## src/hw/pbl_pkg.sv

```systemverilog
// pbl_pkg: shared constants and types of the program boot source loader
// assumes: 32-bit axi4-lite register access, 4-byte program steps
package pbl_pkg;

   ////////////////////////////////////////////////////////////////////////////
   // register map (byte addresses, one aligned word each)
   localparam int PBL_AXI_AW = 8;
   localparam logic [7:0] PBL_ADDR_CTRL = 8'h00;  // software run request
   localparam logic [7:0] PBL_ADDR_STATUS = 8'h04;  // live state, read only
   localparam logic [7:0] PBL_ADDR_IRQ_STAT = 8'h08;  // sticky events, write one to clear
   localparam logic [7:0] PBL_ADDR_IRQ_MASK = 8'h0C;  // event enables
   localparam logic [7:0] PBL_ADDR_COPY_CNT = 8'h10;  // words copied by last load

   // ctrl fields
   localparam int PBL_CTRL_RUN = 0;
   localparam logic [31:0] PBL_CTRL_RESET = 32'h0000_0000;

   // status fields
   localparam int PBL_ST_MODULE = 0;  // module_present_flag
   localparam int PBL_ST_FLASH = 1;  // flash_run_flag
   localparam int PBL_ST_EXEC = 2;  // program executing
   localparam int PBL_ST_BUSY = 3;  // module copy in progress
   localparam int PBL_ST_ONBOARD = 4;  // on-board flash variant strap
   localparam int PBL_ST_LARGE = 5;  // larger cpu strap

   // interrupt events
   localparam int PBL_IRQ_W = 3;
   localparam int PBL_IRQ_RUN_ENTRY = 0;
   localparam int PBL_IRQ_COPY_DONE = 1;
   localparam int PBL_IRQ_WR_REFUSED = 2;
   localparam logic [PBL_IRQ_W-1:0] PBL_IRQ_RESET = 3'h0;

   ////////////////////////////////////////////////////////////////////////////
   // program store size
   localparam int PBL_STEP_BYTES = 4;
   localparam int PBL_MID_KBYTES = 128;  // 32k steps
   localparam int PBL_MID_BYTES = PBL_MID_KBYTES * 1024;
   localparam int PBL_LARGE_FACTOR = 2;  // larger cpu module holds twice
   localparam int PBL_RAM_AW = 16;  // word address, covers the larger module
   localparam int PBL_CNT_W = PBL_RAM_AW + 1;

   // source-select switches: bit 0 is switch one, bit 1 is switch two
   localparam logic [1:0] PBL_DIP_RAM = 2'h0;
   localparam logic [1:0] PBL_DIP_FLASH = 2'h2;

   // boot sequencer states
   typedef enum logic [2:0] {
      PBL_STOP,
      PBL_SAMPLE,
      PBL_COPY,
      PBL_RUN_RAM,
      PBL_RUN_FLASH
   } pbl_state_t;

endpackage

```

## src/hw/pbl_axil_slave.sv

```systemverilog
// pbl_axil_slave: axi4-lite handshake front end for the loader registers
// assumes: decode and read mux in the parent
`timescale 1ns/10ps
module pbl_axil_slave
   import pbl_pkg::*;
(
   input wire logic clock,
   input wire logic rst_n,
   input wire logic awvalid,
   output logic awready,
   input wire logic [PBL_AXI_AW-1:0] awaddr,
   input wire logic wvalid,
   output logic wready,
   input wire logic [31:0] wdata,
   input wire logic [3:0] wstrb,
   output logic bvalid,
   input wire logic bready,
   output logic [1:0] bresp,
   input wire logic arvalid,
   output logic arready,
   input wire logic [PBL_AXI_AW-1:0] araddr,
   output logic rvalid,
   input wire logic rready,
   output logic [31:0] rdata,
   output logic [1:0] rresp,
   output logic regWrEn,
   output logic [PBL_AXI_AW-1:0] regWrAddr,
   output logic [31:0] regWrData,
   output logic [3:0] regWrStrb,
   output logic [PBL_AXI_AW-1:0] regRdAddr,
   input wire logic [31:0] regRdData
);

   logic awHeld_ff;  // write address captured
   logic wHeld_ff;  // write data captured
   logic bvalid_ff;
   logic rvalid_ff;
   logic [31:0] rdata_ff;
   logic [PBL_AXI_AW-1:0] awAddr_ff;
   logic [31:0] wData_ff;
   logic [3:0] wStrb_ff;

   // no new write until the response is gone
   assign awready = !awHeld_ff && !bvalid_ff;
   assign wready = !wHeld_ff && !bvalid_ff;
   assign arready = !rvalid_ff;
   assign bvalid = bvalid_ff;
   assign rvalid = rvalid_ff;
   assign rdata = rdata_ff;
   assign bresp = 2'h0;  // unmapped writes are ignored, answered okay
   assign rresp = 2'h0;  // unmapped reads return zero
   assign regWrEn = awHeld_ff && wHeld_ff;
   assign regWrAddr = awAddr_ff;
   assign regWrData = wData_ff;
   assign regWrStrb = wStrb_ff;
   assign regRdAddr = araddr;

   ////////////////////////////////////////////////////////////////////////////
   // write path: capture both halves, commit, respond
   always_ff @(posedge clock) begin
      if (!rst_n) begin
         awHeld_ff <= 1'b0;
         wHeld_ff <= 1'b0;
         bvalid_ff <= 1'b0;
         awAddr_ff <= '0;
         wData_ff <= '0;
         wStrb_ff <= '0;
      end else begin
         if (awvalid && awready) begin
            awHeld_ff <= 1'b1;
            awAddr_ff <= awaddr;
         end
         if (wvalid && wready) begin
            wHeld_ff <= 1'b1;
            wData_ff <= wdata;
            wStrb_ff <= wstrb;
         end
         if (regWrEn) begin  // commit cycle
            awHeld_ff <= 1'b0;
            wHeld_ff <= 1'b0;
            bvalid_ff <= 1'b1;
         end else if (bvalid_ff && bready) begin
            bvalid_ff <= 1'b0;
         end
      end
   end

   ////////////////////////////////////////////////////////////////////////////
   // read path: data sampled at the address handshake
   always_ff @(posedge clock) begin
      if (!rst_n) begin
         rvalid_ff <= 1'b0;
         rdata_ff <= '0;
      end else if (arvalid && arready) begin
         rvalid_ff <= 1'b1;
         rdata_ff <= regRdData;
      end else if (rvalid_ff && rready) begin
         rvalid_ff <= 1'b0;
      end
   end

endmodule

```

## src/hw/pbl_boot_loader.sv

```systemverilog
// pbl_boot_loader: chooses and loads the program source when the cpu enters run
// assumes: all inputs synchronous to clock; straps stable from reset release;
// tool writes are refused outside stop
//
// The register offsets and the AXI4-Lite slave port are this design's own decisions.
`timescale 1ns/10ps

////////////////////////////////////////////////////////////////////////////////
// Operation
// RULE1 - module fitted in stop gives flash run
// RULE2 - load 128 kbyte mid, double on large
// RULE3 - switches off-off: run from ram
// RULE4 - switch two on: run from flash; code needs switch one off too, both on runs from ram
// RULE5 - sample module at run entry
// RULE6 - present module copied to ram, then run
// RULE7 - copy overwrites ram at once, unconfirmed
// RULE8 - module-present flag follows the connector
// RULE9 - flash-run flag while in flash operation
// RULE10 - module writes accepted only in stop
// RULE11 - on-board variant has no module connector
// RULE12 - flags drop when absent or ram run
module pbl_boot_loader
   import pbl_pkg::*;
#(
   parameter int unsigned MID_WORDS = PBL_MID_BYTES / PBL_STEP_BYTES,
   parameter int unsigned LARGE_WORDS = PBL_LARGE_FACTOR * MID_WORDS
) (
   input wire logic clock,
   input wire logic rst_n,
   // axi4-lite register port
   input wire logic awvalid,
   output logic awready,
   input wire logic [PBL_AXI_AW-1:0] awaddr,
   input wire logic wvalid,
   output logic wready,
   input wire logic [31:0] wdata,
   input wire logic [3:0] wstrb,
   output logic bvalid,
   input wire logic bready,
   output logic [1:0] bresp,
   input wire logic arvalid,
   output logic arready,
   input wire logic [PBL_AXI_AW-1:0] araddr,
   output logic rvalid,
   input wire logic rready,
   output logic [31:0] rdata,
   output logic [1:0] rresp,
   // mode key and straps
   input wire logic keyRun,
   input wire logic onboardStrap,
   input wire logic largeStrap,
   input wire logic [1:0] dipSwitch,
   // program module connector
   input wire logic modPresent,
   output logic modRdReq,
   output logic [PBL_RAM_AW-1:0] modRdAddr,
   input wire logic modRdAck,
   input wire logic [31:0] modRdData,
   // programming tool write path
   input wire logic toolWrReq,
   input wire logic [PBL_RAM_AW-1:0] toolWrAddr,
   input wire logic [31:0] toolWrData,
   output logic modWrEn,
   output logic [PBL_RAM_AW-1:0] modWrAddr,
   output logic [31:0] modWrData,
   // internal program ram
   output logic ramWe,
   output logic [PBL_RAM_AW-1:0] ramAddr,
   output logic [31:0] ramWdata,
   // execution and status
   output logic execRun,
   output logic execFlash,
   output logic moduleFlag,
   output logic flashRunFlag,
   output logic irq
);

   ////////////////////////////////////////////////////////////////////////////
   // declarations
   pbl_state_t state_ff;  // boot sequencer
   pbl_state_t nxt_state;
   logic strapDone_ff;  // straps captured after reset
   logic onboard_ff;  // on-board flash variant
   logic large_ff;  // larger cpu, twice the module size
   logic remoteRun_ff;  // software run request
   logic flashMode_ff;  // run entered in flash operation
   logic execRun_ff;
   logic execFlash_ff;
   logic moduleFlag_ff;
   logic flashRunFlag_ff;
   logic modWrEn_ff;
   logic [PBL_RAM_AW-1:0] modWrAddr_ff;
   logic [31:0] modWrData_ff;
   logic [PBL_IRQ_W-1:0] irqStat_ff;  // sticky events
   logic [PBL_IRQ_W-1:0] irqMask_ff;
   logic [PBL_IRQ_W-1:0] irqEvent;
   logic runReq;  // key or software asks for run
   logic modSeen;  // module present on a variant that has a connector
   logic copyStart;
   logic copyBusy;
   logic copyDone;
   logic [PBL_CNT_W-1:0] copyWords;
   logic [PBL_CNT_W-1:0] copied;
   logic wrRefused;
   logic regWrEn;
   logic [PBL_AXI_AW-1:0] regWrAddr;
   logic [31:0] regWrData;
   logic [3:0] regWrStrb;
   logic [PBL_AXI_AW-1:0] regRdAddr;
   logic [31:0] regRdData;

   ////////////////////////////////////////////////////////////////////////////
   // bus front end
   pbl_axil_slave u_bus (
      .clock(clock),
      .rst_n(rst_n),
      .awvalid(awvalid),
      .awready(awready),
      .awaddr(awaddr),
      .wvalid(wvalid),
      .wready(wready),
      .wdata(wdata),
      .wstrb(wstrb),
      .bvalid(bvalid),
      .bready(bready),
      .bresp(bresp),
      .arvalid(arvalid),
      .arready(arready),
      .araddr(araddr),
      .rvalid(rvalid),
      .rready(rready),
      .rdata(rdata),
      .rresp(rresp),
      .regWrEn(regWrEn),
      .regWrAddr(regWrAddr),
      .regWrData(regWrData),
      .regWrStrb(regWrStrb),
      .regRdAddr(regRdAddr),
      .regRdData(regRdData)
   );

   ////////////////////////////////////////////////////////////////////////////
   // straps caught once after release
   always_ff @(posedge clock) begin
      if (!rst_n) begin
         strapDone_ff <= 1'b0;
         onboard_ff <= 1'b0;
         large_ff <= 1'b0;
      end else if (!strapDone_ff) begin
         strapDone_ff <= 1'b1;
         onboard_ff <= onboardStrap;
         large_ff <= largeStrap;
      end
   end

   // no connector on the on-board variant; blind until straps are known
   assign modSeen = modPresent && strapDone_ff && !onboard_ff;  // RULE11
   assign runReq = keyRun || remoteRun_ff;
   // larger cpu loads twice the mid-range module
   assign copyWords = large_ff ? PBL_CNT_W'(LARGE_WORDS) : PBL_CNT_W'(MID_WORDS);  // RULE2

   ////////////////////////////////////////////////////////////////////////////
   // boot sequencer next state
   always_comb begin
      nxt_state = state_ff;
      case (state_ff)
         PBL_STOP: begin
            // straps must be known before the first run entry
            if (runReq && strapDone_ff) begin
               nxt_state = PBL_SAMPLE;
            end
         end
         PBL_SAMPLE: begin
            // presence looked at once per run entry
            if (onboard_ff) begin
               if (dipSwitch == PBL_DIP_FLASH) begin
                  nxt_state = PBL_RUN_FLASH;  // RULE4
               end else begin
                  nxt_state = PBL_RUN_RAM;  // RULE3
               end
            end else if (modSeen) begin
               nxt_state = PBL_COPY;  // RULE5 RULE1
            end else begin
               nxt_state = PBL_RUN_RAM;
            end
         end
         PBL_COPY: begin
            // a half-loaded ram is never run; leaving run mid-copy still finishes it
            if (copyDone) begin
               nxt_state = runReq ? PBL_RUN_RAM : PBL_STOP;  // RULE6
            end
         end
         PBL_RUN_RAM, PBL_RUN_FLASH: begin
            if (!runReq) begin
               nxt_state = PBL_STOP;
            end
         end
         default: begin
            nxt_state = PBL_STOP;
         end
      endcase
   end

   // boot sequencer state register
   always_ff @(posedge clock) begin
      if (!rst_n) begin
         state_ff <= PBL_STOP;
      end else begin
         state_ff <= nxt_state;
      end
   end

   // copy starts at once, unconfirmed
   assign copyStart = (state_ff == PBL_SAMPLE) && !onboard_ff && modSeen;  // RULE7

   ////////////////////////////////////////////////////////////////////////////
   // module to ram copy
   pbl_copy_engine u_copy (
      .clock(clock),
      .rst_n(rst_n),
      .start(copyStart),
      .wordCount(copyWords),
      .modRdReq(modRdReq),
      .modRdAddr(modRdAddr),
      .modRdAck(modRdAck),
      .modRdData(modRdData),
      .ramWe(ramWe),
      .ramAddr(ramAddr),
      .ramWdata(ramWdata),
      .busy(copyBusy),
      .done(copyDone),
      .copied(copied)
   );

   ////////////////////////////////////////////////////////////////////////////
   // flash operation chosen at run entry
   always_ff @(posedge clock) begin
      if (!rst_n) begin
         flashMode_ff <= 1'b0;
      end else if (state_ff == PBL_SAMPLE) begin
         if (onboard_ff) begin
            flashMode_ff <= (dipSwitch == PBL_DIP_FLASH);  // RULE4
         end else begin
            flashMode_ff <= modSeen;  // RULE1
         end
      end else if (state_ff == PBL_STOP) begin
         flashMode_ff <= 1'b0;
      end
   end

   ////////////////////////////////////////////////////////////////////////////
   // execution outputs and status flags
   always_ff @(posedge clock) begin
      if (!rst_n) begin
         execRun_ff <= 1'b0;
         execFlash_ff <= 1'b0;
         moduleFlag_ff <= 1'b0;
         flashRunFlag_ff <= 1'b0;
      end else begin
         execRun_ff <= (nxt_state == PBL_RUN_RAM) || (nxt_state == PBL_RUN_FLASH);
         // only on-board flash is fetched directly
         execFlash_ff <= (nxt_state == PBL_RUN_FLASH);  // RULE4
         moduleFlag_ff <= modSeen;  // RULE8 RULE12
         // low for a plain ram run
         flashRunFlag_ff <= flashMode_ff &&
            ((state_ff == PBL_RUN_RAM) || (state_ff == PBL_RUN_FLASH));  // RULE9 RULE12
      end
   end

   assign execRun = execRun_ff;
   assign execFlash = execFlash_ff;
   assign moduleFlag = moduleFlag_ff;
   assign flashRunFlag = flashRunFlag_ff;

   ////////////////////////////////////////////////////////////////////////////
   // tool writes pass only while stopped
   assign wrRefused = toolWrReq && (state_ff != PBL_STOP);  // RULE10

   always_ff @(posedge clock) begin
      if (!rst_n) begin
         modWrEn_ff <= 1'b0;
         modWrAddr_ff <= '0;
         modWrData_ff <= '0;
      end else begin
         modWrEn_ff <= toolWrReq && (state_ff == PBL_STOP);  // RULE10
         if (toolWrReq) begin
            modWrAddr_ff <= toolWrAddr;
            modWrData_ff <= toolWrData;
         end
      end
   end

   assign modWrEn = modWrEn_ff;
   assign modWrAddr = modWrAddr_ff;
   assign modWrData = modWrData_ff;

   ////////////////////////////////////////////////////////////////////////////
   // software run request
   always_ff @(posedge clock) begin
      if (!rst_n) begin
         remoteRun_ff <= PBL_CTRL_RESET[PBL_CTRL_RUN];
      end else if (regWrEn && regWrStrb[0] && (regWrAddr == PBL_ADDR_CTRL)) begin
         remoteRun_ff <= regWrData[PBL_CTRL_RUN];
      end
   end

   ////////////////////////////////////////////////////////////////////////////
   // interrupt events
   always_comb begin
      irqEvent = '0;
      irqEvent[PBL_IRQ_RUN_ENTRY] = (state_ff == PBL_SAMPLE);
      irqEvent[PBL_IRQ_COPY_DONE] = copyDone;
      irqEvent[PBL_IRQ_WR_REFUSED] = wrRefused;
   end

   // sticky status; a new event in the clearing cycle survives the clear
   always_ff @(posedge clock) begin
      if (!rst_n) begin
         irqStat_ff <= PBL_IRQ_RESET;
      end else if (regWrEn && regWrStrb[0] && (regWrAddr == PBL_ADDR_IRQ_STAT)) begin
         irqStat_ff <= (irqStat_ff & ~regWrData[PBL_IRQ_W-1:0]) | irqEvent;
      end else begin
         irqStat_ff <= irqStat_ff | irqEvent;
      end
   end

   // mask register, same layout as the status
   always_ff @(posedge clock) begin
      if (!rst_n) begin
         irqMask_ff <= PBL_IRQ_RESET;
      end else if (regWrEn && regWrStrb[0] && (regWrAddr == PBL_ADDR_IRQ_MASK)) begin
         irqMask_ff <= regWrData[PBL_IRQ_W-1:0];
      end
   end

   assign irq = |(irqStat_ff & irqMask_ff);

   ////////////////////////////////////////////////////////////////////////////
   // read mux, unmapped reads zero
   always_comb begin
      regRdData = '0;
      case (regRdAddr)
         PBL_ADDR_CTRL: begin
            regRdData[PBL_CTRL_RUN] = remoteRun_ff;
         end
         PBL_ADDR_STATUS: begin
            regRdData[PBL_ST_MODULE] = moduleFlag_ff;
            regRdData[PBL_ST_FLASH] = flashRunFlag_ff;
            regRdData[PBL_ST_EXEC] = execRun_ff;
            regRdData[PBL_ST_BUSY] = copyBusy;
            regRdData[PBL_ST_ONBOARD] = onboard_ff;
            regRdData[PBL_ST_LARGE] = large_ff;
         end
         PBL_ADDR_IRQ_STAT: begin
            regRdData[PBL_IRQ_W-1:0] = irqStat_ff;
         end
         PBL_ADDR_IRQ_MASK: begin
            regRdData[PBL_IRQ_W-1:0] = irqMask_ff;
         end
         PBL_ADDR_COPY_CNT: begin
            regRdData[PBL_CNT_W-1:0] = copied;
         end
         default: begin
            regRdData = '0;
         end
      endcase
   end

endmodule

```

## src/hw/pbl_copy_engine.sv

```systemverilog
// pbl_copy_engine: copies program module words into internal ram
// assumes: one ack cycle per module word
`timescale 1ns/10ps
module pbl_copy_engine
   import pbl_pkg::*;
(
   input wire logic clock,
   input wire logic rst_n,
   input wire logic start,
   input wire logic [PBL_CNT_W-1:0] wordCount,
   output logic modRdReq,
   output logic [PBL_RAM_AW-1:0] modRdAddr,
   input wire logic modRdAck,
   input wire logic [31:0] modRdData,
   output logic ramWe,
   output logic [PBL_RAM_AW-1:0] ramAddr,
   output logic [31:0] ramWdata,
   output logic busy,
   output logic done,
   output logic [PBL_CNT_W-1:0] copied
);

   logic busy_ff;
   logic done_ff;
   logic ramWe_ff;
   logic [PBL_RAM_AW-1:0] ramAddr_ff;
   logic [31:0] ramWdata_ff;
   logic [PBL_CNT_W-1:0] copied_ff;  // words written so far
   logic [PBL_CNT_W-1:0] limit_ff;

   assign busy = busy_ff;
   assign done = done_ff;
   assign modRdReq = busy_ff;  // held for the whole copy, dropped only after the module acks the last word
   assign modRdAddr = copied_ff[PBL_RAM_AW-1:0];
   assign ramWe = ramWe_ff;
   assign ramAddr = ramAddr_ff;
   assign ramWdata = ramWdata_ff;
   assign copied = copied_ff;

   ////////////////////////////////////////////////////////////////////////////
   // every ack becomes one ram write
   always_ff @(posedge clock) begin
      if (!rst_n) begin
         busy_ff <= 1'b0;
         done_ff <= 1'b0;
         ramWe_ff <= 1'b0;
         ramAddr_ff <= '0;
         ramWdata_ff <= '0;
         copied_ff <= '0;
         limit_ff <= '0;
      end else begin
         done_ff <= 1'b0;
         ramWe_ff <= 1'b0;
         if (start && !busy_ff) begin
            busy_ff <= 1'b1;
            copied_ff <= '0;
            limit_ff <= wordCount;
         end else if (busy_ff && modRdAck) begin
            ramWe_ff <= 1'b1;
            ramAddr_ff <= copied_ff[PBL_RAM_AW-1:0];
            ramWdata_ff <= modRdData;
            copied_ff <= copied_ff + 1'b1;
            if (copied_ff + 1'b1 == limit_ff) begin
               busy_ff <= 1'b0;
               done_ff <= 1'b1;
            end
         end
      end
   end

endmodule

```

## config.mk

```make
export PLATFORM = sky130hd
export DESIGN_NAME = pbl_boot_loader
export DESIGN_NICKNAME = d
export VERILOG_FILES = /design/src/hw/pbl_pkg.sv /design/src/hw/pbl_axil_slave.sv /design/src/hw/pbl_boot_loader.sv /design/src/hw/pbl_copy_engine.sv
export SDC_FILE = /design/constraint.sdc
export NUM_CORES = 1
export LEC_CHECK = 0
export BUFFER_PORTS_ARGS = -buffer_cell sky130_fd_sc_hd__buf_4
export CAP_MARGIN = 20
export CORE_MARGIN = 5
export CORE_UTILIZATION = 45
export CTS_CLUSTER_SIZE = 12
export DETAILED_ROUTE_END_ITERATION = 10
export PLACE_DENSITY_LB_ADDON = 0.05
export SYNTH_ARGS = -nofsm -noshare
export SYNTH_HDL_FRONTEND = slang
export SYNTH_SLANG_ARGS = --single-unit
export TNS_END_PERCENT = 1
```

## constraint.sdc

```tcl
create_clock -name clock -period 3.1 [get_ports clock]
set_input_delay 0.465 -clock clock [delete_from_list [all_inputs] [get_ports clock]]
set_output_delay 0.465 -clock clock [all_outputs]
set_load 0.02 [all_outputs]
```

==> reports/results.ini <==
[flow_run]
drv_cap = 0

[sta]
setup_viol = 0
relSlewSlack_pct = 45.47
fin_skew_ns = 0.008287
max_freq_mhz = 432.9
rsz0062_at_grt = no
tightest_slew_ns = 0.8180
post-route-period-util_pct = 74.51
hold_viol = 0
post-route-min-period_ns = 2.310
fin_tns_setup_ns = 0
slew_viol_final = 0

[routing]
wirelength_um = 19160
wl_per_cell_um = 15.40
ant_nets = 0
vias = 6108
drt_iter0_markers = 315
drt_pass1_iterations = 5
vias_per_cell = 4.910
remaining_drc_errors = 0

[pwr]
power_density_mw_per_mm2 = 514.7
leakage_nw = 4.147
ir_drop_mv = 0.4219

[grt]
antenna_found_initial = 0
grt_max_degree = 70
grt_overflow_total = 0
grt_usage_pct = 20.62
grt_pass1_vias = 5747
grt_pass1_wl_um = 30080

[finish]
design_area_mm2 = 0.009331
antenna_cells = 0
nets = 1169
layout_commonest_cell = buf_4
mostFrequentLayoutCells = buf_4, dfxtp_1, nand2_1
drive_above_1_share_pct = 30.30
areaGrowthSynthToFinish_pct = 33.25

[die]
start_util_pct = 45.90
num_io_pins = 308
fp-row-count = 45
core-area_mm2 = 0.01526
dieArea_mm2 = 0.01816
die_x_um = 134.8
die_h_um = 134.8

[logic_synthesis]
synth_edf_count = 0
synth_ff_type = dfxtp_1
synth.distinct_cells = 54
ys_ff_latch = 170
yosysWarnings = 0
syn_area_mm2 = 0.007003
syn_inst = 816
synth_seq_area_share_pct = 48.60
syn_avg_cell_area_um2 = 8.582
synthArstFlopShare_pct = 0

[clocking]
clkLatencyLatePin_ns = 0.43
cts-root-buf = clkbuf_16
cts_sinks = 170
cts_inserted_buffers = 17
h-tree-depth = 4
path_clk_slew_ns = 0.07
cts_hold_buffers = 0
cts_buffer_depth = 2
cts_setup_buffers = 0
tritoncts = yes
cts_resized = 0

[critical_path]
worst-path-buf-inv = 0
worst-path-max-fanout = 8
worst-setup-path-type = flip-flop to flip-flop
worstPathRequired_ns = 3.46
cp-start-kind = flip-flop
max_stage_delay_ns = 0.42
cp_slowest_cell = a2111oi_2
arrival_ns = 2.67
cp_top_family = simple AND/OR/NAND/NOR gates
critPathCaptureType = flip-flop
crit_chain = ha_1 > and4_1 > nand2_1 > xnor2_1 > or3_1 > a2111oi_2 > and2_1

[placement]
gp_congestion = 0.8416
dp_hpwl_um = 13720
place_area_mm2 = 0.008781
io_buffers = 256

[hold_path]
hold_class = input pin to flip-flop

[run_status]
run_status = complete, no violations

Yosys cell counts, drive strengths merged (2+ instances only):
library cell  instances  area share [%]
a211oi                4            0.50
a21oi                82             5.9
a221oi                4            0.50
a222oi                2            0.29
a22oi                 2            0.21
a31oi                 4            0.36
a32o                  2            0.29
and2                  5            0.45
and3                  8            0.93
and4                  3            0.41
buf                  63             6.2
clkbuf               36             1.9
dfxtp               170              49
ha                    2            0.36
inv                   7            0.38
mux2i                62             8.9
nand2               149             8.0
nand2b                3            0.27
nand3                28             2.0
nand4                 9            0.80
nor2                 94             5.0
nor2b                 4            0.36
nor3                 14             1.0
nor3b                 3            0.39
nor4                  4            0.36
o211ai                2            0.21
o21ai                10            0.71
or2                   3            0.27
or3                   3            0.27
or4                   3            0.38
xnor2                 7            0.88
xor2                 13             1.6
power breakdown:
group / internal (mW) / switching, mW
Combinational: 0.236 / 0.264
Clock: 1.11 / 0.893
Sequential: 2.25 / 0.0494
cell families (layout without fill, tap and decap cells):
kind of cell               Yosys count  count (layout)  synth area share [%]
xor gates and xnor gates            20              20                 2.501
adders and majority gates            2               2                0.3573
DFF                                170             170                 48.60
and+or+nand+nor                    337             337                 21.40
other                                1              19               0.05355
muxes                               62              62                 8.862
buffers and inverters              106             305                 8.504
AOI/OAI and AO/OA                  118             118                 9.719
registers in the layout, summed over array words and instances, names as in the netlist, 2 cells and up:
signal,count
irqMask_ff,3
irqStat_ff,3
modWrAddr,16
modWrData,32
state_ff,3
u_bus.rdata,17
u_bus.regWrAddr,8
u_bus.regWrData,3
u_copy.copied,17
u_copy.limit_ff,2
u_copy.ramAddr,16
u_copy.ramWdata,32
per-layer routing:
| layer | GRT usage [%] | share of wire, % | vias to the layer above |
|---|---|---|---|
| met3 | 6.930 | 7.7 | 21 |
| met1 | 24.73 | 41 | 2826 |
| met5 | 0 | 0 | - |
| met4 | 6.391 | 1.4 | 0 |
| li1 | - | - | 3083 |
| met2 | 34.99 | 50 | 178 |
layout make-up:
class | count | area [um2]
clock inverters | 14 | 121.4
multi-input cells | 558 | 3075
well taps | 211 | 264.0
flip-flops and latches | 170 | 3403
inverters | 7 | 28.78
repair buffers | 266 | 2009
clock buffers | 18 | 429.2
fillers | 1390 | 5927
per-stage QoR:
stage	utilization [%]	worst slack [ns]	power [mW]	std cells	hold slack, ns
finish	61.16	0.7902	4.803	1244	0.2146
global route	61.16	0.6204	4.979	1244	0.2099
CTS	61.16	0.7866	4.840	1244	0.2017
detailed placement	57.55	0.8088	2.854	1212	0.4255
global placement	57.55	0.8617	2.851	1212	0.4240
floorplan	-	0.9500	2.625	834	0.4116
final timing paths:
check                           startpoint                        end  slack, ns  depth (start not counted)
max          u_copy.copied[0]$_SDFFE_PP0P_     u_copy.done$_SDFF_PP0_       0.79                          7
max reg2reg  u_copy.copied[0]$_SDFFE_PP0P_     u_copy.done$_SDFF_PP0_       0.79                          7
min                                 rready  u_bus.rvalid$_SDFFE_PN0P_       0.21                          2
min reg2reg      flashMode_ff$_SDFFE_PN0P_    flashRunFlag$_SDFF_PN0_       0.43                          2
No activity file was read; power rests on OpenSTA's default activity.
